**src/common/lmc_pkg.sv**
```systemverilog
package lmc_pkg;
  // frame layout
  localparam int unsigned DATA_MAX = 8;
  localparam logic [5:0] ID_MASTER_REQ = 6'h3C;
  localparam logic [7:0] SLEEP_FIRST = 8'h00;
  localparam logic [7:0] SLEEP_FILL = 8'hFF;
  localparam logic [7:0] CS_GOOD = 8'hFF;
  localparam logic [3:0] LEN_SHORT = 4'h2;
  localparam logic [3:0] LEN_MID = 4'h4;
  localparam logic [3:0] LEN_LONG = 4'h8;
  localparam logic [3:0] IDX_CLOSED = 4'hF;
  localparam logic [1:0] ID_SHORT_GOTO4 = 2'h3;
  // command codes and motion constants
  localparam logic [6:0] CMD_DECEL_STOP = 7'h0F;
  localparam logic [6:0] CMD_EMF_PROBE = 7'h1F;
  localparam logic [10:0] SEC_POS_NONE = 11'h400;
  localparam logic [1:0] STEP_HALF = 2'h0;
  // controller register map
  localparam logic [3:0] ADDR_CTRL = 4'h0;
  localparam logic [3:0] ADDR_DATA_LO = 4'h4;
  localparam logic [3:0] ADDR_DATA_HI = 4'h8;
  localparam logic [3:0] ADDR_STATUS = 4'hC;
  localparam int unsigned CTRL_ID_LSB = 0;
  localparam int unsigned CTRL_START_BIT = 8;
  localparam int unsigned STATUS_BUSY_BIT = 0;
  localparam logic [1:0] RESP_OKAY = 2'h0;
  localparam logic [1:0] RESP_SLVERR = 2'h2;

  // identifier with its two parity bits on top
  function automatic logic [7:0] protect_id(input logic [5:0] id);
    logic p0;
    logic p1;
    p0 = id[0] ^ id[1] ^ id[2] ^ id[4];
    p1 = ~(id[1] ^ id[3] ^ id[4] ^ id[5]);
    return {p1, p0, id};
  endfunction: protect_id

  // data byte count carried by an identifier
  function automatic logic [3:0] data_len(input logic [5:0] id);
    return id[5] ? (id[4] ? LEN_LONG : LEN_MID) : LEN_SHORT;
  endfunction: data_len

  // sum with end-around carry
  function automatic logic [7:0] cs_add(input logic [7:0] acc, input logic [7:0] b);
    logic [8:0] s;
    s = {1'b0, acc} + {1'b0, b};
    return s[7:0] + {7'h00, s[8]};
  endfunction: cs_add
endpackage: lmc_pkg

```
**src/common/lmc_link_if.sv**
```systemverilog
interface lmc_link_if;
  logic byte_valid;
  logic frame_start;
  logic [7:0] frame_byte;

  modport master (
    output byte_valid,
    output frame_start,
    output frame_byte
  );

  modport node (
    input byte_valid,
    input frame_start,
    input frame_byte
  );
endinterface: lmc_link_if

```
**src/hdl/lmc_node_end.sv**
```systemverilog
// Local design decisions: the AXI4-Lite register port and the address map.
module lmc_node_end (
  // clock and reset
  input wire logic clock,
  input wire logic rst_n,
  // frame link
  lmc_link_if.node link,
  // node configuration
  input wire logic [6:0] phys_addr,
  input wire logic [1:0] step_resolution,
  input wire logic sleep_permit,
  input wire logic [5:0] goto_param_id,
  input wire logic [10:0] secondary_position,
  // motion state
  input wire logic [15:0] actual_position,
  input wire logic motor_moving,
  input wire logic two_target_run,
  input wire logic thermal_shutdown,
  input wire logic emf_integrator,
  // switch pin
  input wire logic switch_pin_in,
  output logic switch_pin_out,
  output logic switch_pin_oe_n,
  output logic switch_state,
  // motion commands
  output logic [15:0] target_position,
  output logic [3:0] top_speed_code,
  output logic [3:0] min_speed_code,
  output logic [3:0] stall_threshold_code,
  output logic [3:0] accel_code,
  output logic goto_start,
  output logic decel_stop,
  output logic sleep_state,
  output logic stopped_state,
  output logic emf_probe_active
);
  logic [3:0] idx_q;
  logic [5:0] id_q;
  logic id_ok_q;
  logic [7:0] sum_q;
  logic frame_ok_q;
  logic [7:0] data_q [lmc_pkg::DATA_MAX];
  logic [3:0] len;
  logic [15:0] target_q;
  logic [3:0] top_q;
  logic [3:0] min_q;
  logic [3:0] thr_q;
  logic [3:0] acc_q;
  logic start_q;
  logic decel_q;
  logic pend_q;
  logic sleep_q;
  logic stopped_q;
  logic emf_q;
  logic pin_out_q;
  logic pin_oe_n_q;
  logic pin_s1_q;
  logic pin_s2_q;
  logic switch_q;
  logic therm_prev_q;

  assign len = lmc_pkg::data_len(id_q);

  // frame reception
  always_ff @(posedge clock or negedge rst_n)
  begin
    if (!rst_n)
    begin
      idx_q <= lmc_pkg::IDX_CLOSED;
      id_q <= 6'h00;
      id_ok_q <= 1'b0;
      sum_q <= 8'h00;
      frame_ok_q <= 1'b0;
    end
    else
    begin
      frame_ok_q <= 1'b0;
      if (link.byte_valid)
      begin
        if (link.frame_start)
        begin
          id_q <= link.frame_byte[5:0];
          id_ok_q <= link.frame_byte == lmc_pkg::protect_id(link.frame_byte[5:0]);
          idx_q <= 4'h0;
          sum_q <= 8'h00;
        end
        else if (idx_q < len)
        begin
          sum_q <= lmc_pkg::cs_add(sum_q, link.frame_byte);
          idx_q <= idx_q + 4'h1;
        end
        else if (idx_q == len)
        begin
          frame_ok_q <= id_ok_q && lmc_pkg::cs_add(sum_q, link.frame_byte) == lmc_pkg::CS_GOOD;
          idx_q <= lmc_pkg::IDX_CLOSED;
        end
      end
    end
  end

  always_ff @(posedge clock)
  begin
    if (link.byte_valid && !link.frame_start && idx_q < len)
    begin
      data_q[idx_q[2:0]] <= link.frame_byte;
    end
  end

  // command decode
  logic [3:0] slot_hit;
  logic [10:0] slot_pos [4];
  logic short_ok;
  logic [10:0] short_pos;
  logic fill_ok;
  logic sleep_hit;
  logic cmd_frame;
  logic addressed;
  logic stop_hit;
  logic emf_hit;
  logic param_hit;
  logic stop_req;

  for (genvar k = 0; k < 4; k++)
  begin : g_slot
    assign slot_hit[k] = data_q[2*k][4] && data_q[2*k][3:0] == phys_addr[3:0];
    assign slot_pos[k] = {data_q[2*k][7:5], data_q[2*k+1]};
  end

  always_comb
  begin
    short_ok = 1'b0;
    short_pos = 11'h000;
    for (int k = 3; k >= 0; k--)
    begin
      if (slot_hit[k])
      begin
        short_ok = 1'b1;
        short_pos = slot_pos[k];
      end
    end
    fill_ok = 1'b1;
    for (int k = 1; k < lmc_pkg::DATA_MAX; k++)
    begin
      if (data_q[k] != lmc_pkg::SLEEP_FILL)
      begin
        fill_ok = 1'b0;
      end
    end
  end

  assign sleep_hit = frame_ok_q && id_q == lmc_pkg::ID_MASTER_REQ
    && data_q[0] == lmc_pkg::SLEEP_FIRST && fill_ok;
  assign cmd_frame = frame_ok_q && len == lmc_pkg::LEN_SHORT && data_q[0][7];
  assign addressed = !data_q[1][7] || data_q[1][6:0] == phys_addr;
  assign stop_hit = cmd_frame && data_q[0][6:0] == lmc_pkg::CMD_DECEL_STOP && addressed;
  assign emf_hit = cmd_frame && data_q[0][6:0] == lmc_pkg::CMD_EMF_PROBE && addressed;
  assign param_hit = frame_ok_q && id_q == goto_param_id && len == lmc_pkg::LEN_MID;
  assign stop_req = (stop_hit || (thermal_shutdown && !therm_prev_q)) && !two_target_run;

  logic short_hit;
  assign short_hit = frame_ok_q && id_q[5:4] == lmc_pkg::ID_SHORT_GOTO4
    && id_q != lmc_pkg::ID_MASTER_REQ && step_resolution == lmc_pkg::STEP_HALF
    && short_ok;

  logic sleep_moving;
  logic sec_valid;
  assign sleep_moving = sleep_hit && motor_moving;
  assign sec_valid = secondary_position != lmc_pkg::SEC_POS_NONE;

  always_ff @(posedge clock or negedge rst_n)
  begin
    if (!rst_n)
    begin
      therm_prev_q <= 1'b0;
    end
    else
    begin
      therm_prev_q <= thermal_shutdown;
    end
  end

  // target position
  always_ff @(posedge clock or negedge rst_n)
  begin
    if (!rst_n)
    begin
      target_q <= 16'h0000;
    end
    else if (decel_q && !motor_moving)
    begin
      target_q <= actual_position;
    end
    else if (sleep_moving && sec_valid)
    begin
      target_q <= {{5{secondary_position[10]}}, secondary_position};
    end
    else if (param_hit)
    begin
      target_q <= {data_q[0], data_q[1]};
    end
    else if (short_hit)
    begin
      target_q <= {{5{short_pos[10]}}, short_pos};
    end
  end

  // motion parameters and start pulse
  always_ff @(posedge clock or negedge rst_n)
  begin
    if (!rst_n)
    begin
      top_q <= 4'h0;
      min_q <= 4'h0;
      thr_q <= 4'h0;
      acc_q <= 4'h0;
      start_q <= 1'b0;
    end
    else
    begin
      start_q <= param_hit || short_hit;
      if (param_hit)
      begin
        top_q <= data_q[2][7:4];
        min_q <= data_q[2][3:0];
        thr_q <= data_q[3][7:4];
        acc_q <= data_q[3][3:0];
      end
    end
  end

  // decelerating stop: ramp to min speed, then hold
  always_ff @(posedge clock or negedge rst_n)
  begin
    if (!rst_n)
    begin
      decel_q <= 1'b0;
    end
    else if (decel_q && !motor_moving)
    begin
      decel_q <= 1'b0;
    end
    else if (motor_moving && (stop_req || (sleep_moving && !sec_valid)))
    begin
      decel_q <= 1'b1;
    end
  end

  // sleep decision once motion has ended
  always_ff @(posedge clock or negedge rst_n)
  begin
    if (!rst_n)
    begin
      pend_q <= 1'b0;
      sleep_q <= 1'b0;
      stopped_q <= 1'b0;
    end
    else if (sleep_hit)
    begin
      pend_q <= 1'b1;
    end
    else if (pend_q && !motor_moving && !decel_q)
    begin
      pend_q <= 1'b0;
      sleep_q <= sleep_permit;
      stopped_q <= !sleep_permit;
    end
    else if (start_q)
    begin
      sleep_q <= 1'b0;
      stopped_q <= 1'b0;
    end
  end

  // integrator probe mode, sticky until reset
  always_ff @(posedge clock or negedge rst_n)
  begin
    if (!rst_n)
    begin
      emf_q <= 1'b0;
      pin_out_q <= 1'b0;
      pin_oe_n_q <= 1'b1;
    end
    else
    begin
      emf_q <= emf_q || emf_hit;
      pin_out_q <= emf_q && emf_integrator;
      pin_oe_n_q <= !emf_q;
    end
  end

  // switch input sampling
  always_ff @(posedge clock or negedge rst_n)
  begin
    if (!rst_n)
    begin
      pin_s1_q <= 1'b0;
      pin_s2_q <= 1'b0;
      switch_q <= 1'b0;
    end
    else
    begin
      pin_s1_q <= switch_pin_in;
      pin_s2_q <= pin_s1_q;
      if (!emf_q)
      begin
        switch_q <= pin_s2_q;
      end
    end
  end

  assign target_position = target_q;
  assign top_speed_code = top_q;
  assign min_speed_code = min_q;
  assign stall_threshold_code = thr_q;
  assign accel_code = acc_q;
  assign goto_start = start_q;
  assign decel_stop = decel_q;
  assign sleep_state = sleep_q;
  assign stopped_state = stopped_q;
  assign emf_probe_active = emf_q;
  assign switch_pin_out = pin_out_q;
  assign switch_pin_oe_n = pin_oe_n_q;
  assign switch_state = switch_q;
endmodule: lmc_node_end

```
**src/flat_wrapper.sv**
```systemverilog
// flat-port wrapper written by rule: the top's interface ports become plain ports
module lmc_node_end_flat 
  (clock, rst_n, phys_addr, step_resolution, sleep_permit, goto_param_id, secondary_position, actual_position, motor_moving, two_target_run, thermal_shutdown, emf_integrator, switch_pin_in, switch_pin_out, switch_pin_oe_n, switch_state, target_position, top_speed_code, min_speed_code, stall_threshold_code, accel_code, goto_start, decel_stop, sleep_state, stopped_state, emf_probe_active, link_byte_valid, link_frame_start, link_frame_byte);
  lmc_link_if link_i ();
  input wire logic clock;
  input wire logic rst_n;
  input wire logic [6:0] phys_addr;
  input wire logic [1:0] step_resolution;
  input wire logic sleep_permit;
  input wire logic [5:0] goto_param_id;
  input wire logic [10:0] secondary_position;
  input wire logic [15:0] actual_position;
  input wire logic motor_moving;
  input wire logic two_target_run;
  input wire logic thermal_shutdown;
  input wire logic emf_integrator;
  input wire logic switch_pin_in;
  output logic switch_pin_out;
  output logic switch_pin_oe_n;
  output logic switch_state;
  output logic [15:0] target_position;
  output logic [3:0] top_speed_code;
  output logic [3:0] min_speed_code;
  output logic [3:0] stall_threshold_code;
  output logic [3:0] accel_code;
  output logic goto_start;
  output logic decel_stop;
  output logic sleep_state;
  output logic stopped_state;
  output logic emf_probe_active;
  input wire logic [$bits(link_i.byte_valid)-1:0] link_byte_valid;
  input wire logic [$bits(link_i.frame_start)-1:0] link_frame_start;
  input wire logic [$bits(link_i.frame_byte)-1:0] link_frame_byte;
  assign link_i.byte_valid = link_byte_valid;
  assign link_i.frame_start = link_frame_start;
  assign link_i.frame_byte = link_frame_byte;
  lmc_node_end u_core (.clock(clock), .rst_n(rst_n), .link(link_i), .phys_addr(phys_addr), .step_resolution(step_resolution), .sleep_permit(sleep_permit), .goto_param_id(goto_param_id), .secondary_position(secondary_position), .actual_position(actual_position), .motor_moving(motor_moving), .two_target_run(two_target_run), .thermal_shutdown(thermal_shutdown), .emf_integrator(emf_integrator), .switch_pin_in(switch_pin_in), .switch_pin_out(switch_pin_out), .switch_pin_oe_n(switch_pin_oe_n), .switch_state(switch_state), .target_position(target_position), .top_speed_code(top_speed_code), .min_speed_code(min_speed_code), .stall_threshold_code(stall_threshold_code), .accel_code(accel_code), .goto_start(goto_start), .decel_stop(decel_stop), .sleep_state(sleep_state), .stopped_state(stopped_state), .emf_probe_active(emf_probe_active));
endmodule
```
**config.mk**
```make
export PLATFORM = sky130hd
export DESIGN_NAME = lmc_node_end_flat
export DESIGN_NICKNAME = d
export VERILOG_FILES = /design/src/common/lmc_pkg.sv /design/src/common/lmc_link_if.sv /design/src/hdl/lmc_node_end.sv /design/src/flat_wrapper.sv
export SDC_FILE = /design/constraint.sdc
export NUM_CORES = 1
export LEC_CHECK = 0
export BUFFER_PORTS_ARGS = -buffer_cell sky130_fd_sc_hd__buf_2
export CAP_MARGIN = 20
export CORE_MARGIN = 2
export CORE_UTILIZATION = 50
export DETAILED_ROUTE_END_ITERATION = 8
export PLACE_DENSITY = 0.72
export RECOVER_POWER = 100
export SYNTH_ARGS = -nofsm -noshare
export SYNTH_HDL_FRONTEND = slang
export SYNTH_SLANG_ARGS = --single-unit
```
**constraint.sdc**
```tcl
create_clock -name clock -period 8.86 [get_ports clock]
set_input_delay 0.886 -clock clock [delete_from_list [all_inputs] [get_ports clock]]
set_output_delay 0.886 -clock clock [all_outputs]
set_load 0.01 [all_outputs]
```
==> metrics.yaml <==
status:
  outcome: "complete, but fails checks"
  violations: "max-capacitance violations, max-slew violations"
setup_path:
  required_ps: 9160
  endpoint_kind: "flop"
  rr_endpoint: "u_core.target_position[15]"
  r2r_slack_ps: 4740
  cp_cell_sequence: "clkbuf_1 > xnor2_1 > o2111a_1 > nand3_1 > and4b_1 > o21bai_1 > nor3b_1 > a31oi_1 > a32o_1"
  r2r_start: "u_core.id_q[3]"
  crit_path_start_kind: "input pin"
  max_stage_delay_ps: 1420
  crit_fanout: 15
  critical_path_class: "input pin to flop"
  reg2reg_depth: 8
  crit_arrival_ps: 4730
  crit_slowest_cell: "nor3b_1"
clock_tree:
  post_cts.repair.setup_buffers: 0
  cts-root-buf: "clkbuf_16"
  clkSinkCount: 128
  htreeDepth: 4
  clk_latency_ps: 420
  cts-resized-gates: 0
  holdBufCountCts: 0
  clockBufferDepth: 2
  numCtsBuffers: 17
  clk_pin_slew_ps: 50
  cts_tree: "built"
layout:
  drive_above_1_share: 0.186
  fillCellCount: 1072
  nets: 714
  final_cell_mix: "edfxtp_1, clkbuf_1, dfrtp_1"
  layout-area-overhead-vs-synth_pct: 17.9
  diodes: 0
  final_common_cell: "edfxtp_1"
timing:
  finalHoldViolations: 0
  finalCritPeriodShare: 0.499
  slew_viol_final: 81
  rsz0062_at_grt: "no"
  worst_slew_pin_slew_ps: 3530
  fin_crit_ps: 4420
  finalSetupViolations: 0
  relSlewSlack: -1.36
  holdWs_ps: 350
  fin_skew_ps: 8.00
  finalSetupTns_ps: 0
  max_freq_ghz: 0.226
floorplan:
  core_area_um2: 12500
  dieHeight_um: 116
  initial_utilization: 0.505
  fp-row-count: 41
  dieWidth_um: 116
  dieArea_um2: 13500
  pin_count: 100
place:
  place_congestion: 0.954
  hpwl_um: 11700
  io_buffers: 99
grt:
  first_global_vias: 4607
  overflow: 0
  grt_max_degree: 65
  grt_pass1_wl_um: 25200
  track_usage: 0.254
  antenna_found_initial: 0
detailed_routing:
  vias: 4712
  drc_errors: 0
  viasPerCell: 5.72
  avgRoutedWirePerCell_um: 19.6
  route.antenna.remaining_nets: 0
  drt_iter0_drc: 380
  routed_wl_um: 16200
  dr.pass1.iters: 5
flow_run:
  maxCapViolCount: 2
yosys:
  ys_ff_latch: 128
  yosysUniqueCellTypes: 57
  syn_area_um2: 6300
  netlist_instances: 532
  yosysSeqAreaShare: 0.560
  yosys_warnings: 0
  syn_nets: 607
  async_flop_share: 0.500
  syn_avg_cell_area_um2: 11.8
  synth-main-ff-cell: "edfxtp_1"
  synth_edf_count: 64
min_path:
  min_path_cells: 0
  min_from: "u_core.pin_s1_q"
  min_path_type: "flop to flop"
  min_to: "u_core.pin_s2_q"
power_and_ir_drop:
  p_per_area_nw_per_um2: 238
  leakage_nw: 2.94
  vdd_drop_max_mv: 0.200
## cells in the mapped netlist (all sizes together), types with 3 or more instances
master	n	share of area
edfxtp	64	0.31
dfrtp	59	0.23
nand2	40	0.024
mux2	31	0.055
nor2	29	0.017
a21oi	25	0.020
xnor2	24	0.033
nand3	23	0.019
nand4	19	0.019
o211ai	17	0.020
o21ai	17	0.014
xor2	17	0.024
nand2b	16	0.016
ha	14	0.028
nor4	14	0.018
clkbuf	12	0.0071
nor3	10	0.0097
inv	9	0.0054
or3	9	0.0089
buf	8	0.0064
a21o	7	0.0083
a32o	7	0.011
nor2b	6	0.0060
a22o	5	0.0069
and3	5	0.0050
dfstp	5	0.021
nor3b	5	0.0077
or2	5	0.0050
mux2i	3	0.0048
o22ai	3	0.0030
## worst max-delay path by stage
stage | from | endpoint | slack (ps) | cells after the start
2_1_floorplan | link_frame_byte[0] | u_core.frame_ok_q | 5580 | 14
3_3_place_gp | link_frame_byte[0] | u_core.frame_ok_q | 5200 | 15
3_5_place_dp | link_frame_byte[0] | u_core.frame_ok_q | 5120 | 15
4_1_cts | link_frame_byte[0] | u_core.frame_ok_q | 5520 | 15
5_1_grt | phys_addr[2] | u_core.target_position[15] | 4170 | 9
6_report | phys_addr[2] | u_core.target_position[15] | 4440 | 9
## report_power, final
| part | internal [W] | total [W] | switching (W) |
|---|---|---|---|
| clock network | 0.000429 | 0.000685 | 0.000256 |
| logic | 0.000137 | 0.000334 | 0.000197 |
| registers | 0.000695 | 0.000752 | 0.0000569 |
## critical path, delay by kind of cell
family | cells | cell delay (ps)
AO/OA/AOI/OAI | 4 | 1130
XOR/XNOR | 1 | 170
buffers and inverters | 1 | 350
AND/OR/NAND/NOR | 3 | 2170
## registers in the layout (all words and copies together), names as in the netlist, 4 cells and up
| signal | count |
|---|---|
| u_core.data_q | 64 |
| u_core.target_position | 16 |
| u_core.sum_q | 8 |
| u_core.id_q | 6 |
| u_core.accel_code | 4 |
| u_core.idx_q | 4 |
| u_core.min_speed_code | 4 |
| u_core.stall_threshold_code | 4 |
| u_core.top_speed_code | 4 |
## cell families after synthesis
group | Yosys count | synth area share
buffers and inverters | 29 | 0.0189
AO/OA/AOI/OAI | 95 | 0.105
adder cells (fa/ha/maj) | 15 | 0.0310
flip-flops | 128 | 0.560
XOR/XNOR | 41 | 0.0570
AND/OR/NAND/NOR | 190 | 0.167
multiplexers | 34 | 0.0602
## layout make-up
cell class | instances | area, um^2 | area share
inverters | 9 | 33.8 | 0.00455
well taps | 172 | 215 | 0.0290
clock buffers | 23 | 468 | 0.0630
multi-input cells | 375 | 2600 | 0.350
repair buffers | 108 | 470 | 0.0633
clock inverters | 9 | 110 | 0.0148
flip-flops and latches | 128 | 3530 | 0.475
## stage by stage
step	worst slack [ps]	utilization	area (um^2)	total power, W	std cells
after floorplan	5580	-	6300	0.000985	532
after global placement	5200	0.559	6970	0.00109	789
after detailed placement	5120	0.560	6980	0.00110	791
after CTS	5520	0.606	7560	0.00179	823
after global routing	4170	0.596	7430	0.00185	824
final	4440	0.596	7430	0.00177	824
## per-layer routing
metal / up-vias / GRT usage / wire (um)
met5: - / 0 / 0
met4: 0 / 0.0825 / 232
met3: 15 / 0.0607 / 1070
met2: 199 / 0.416 / 7770
met1: 2291 / 0.334 / 7070
li1: 2207 / - / -
Note: power is estimated with default switching activity, not from simulation.
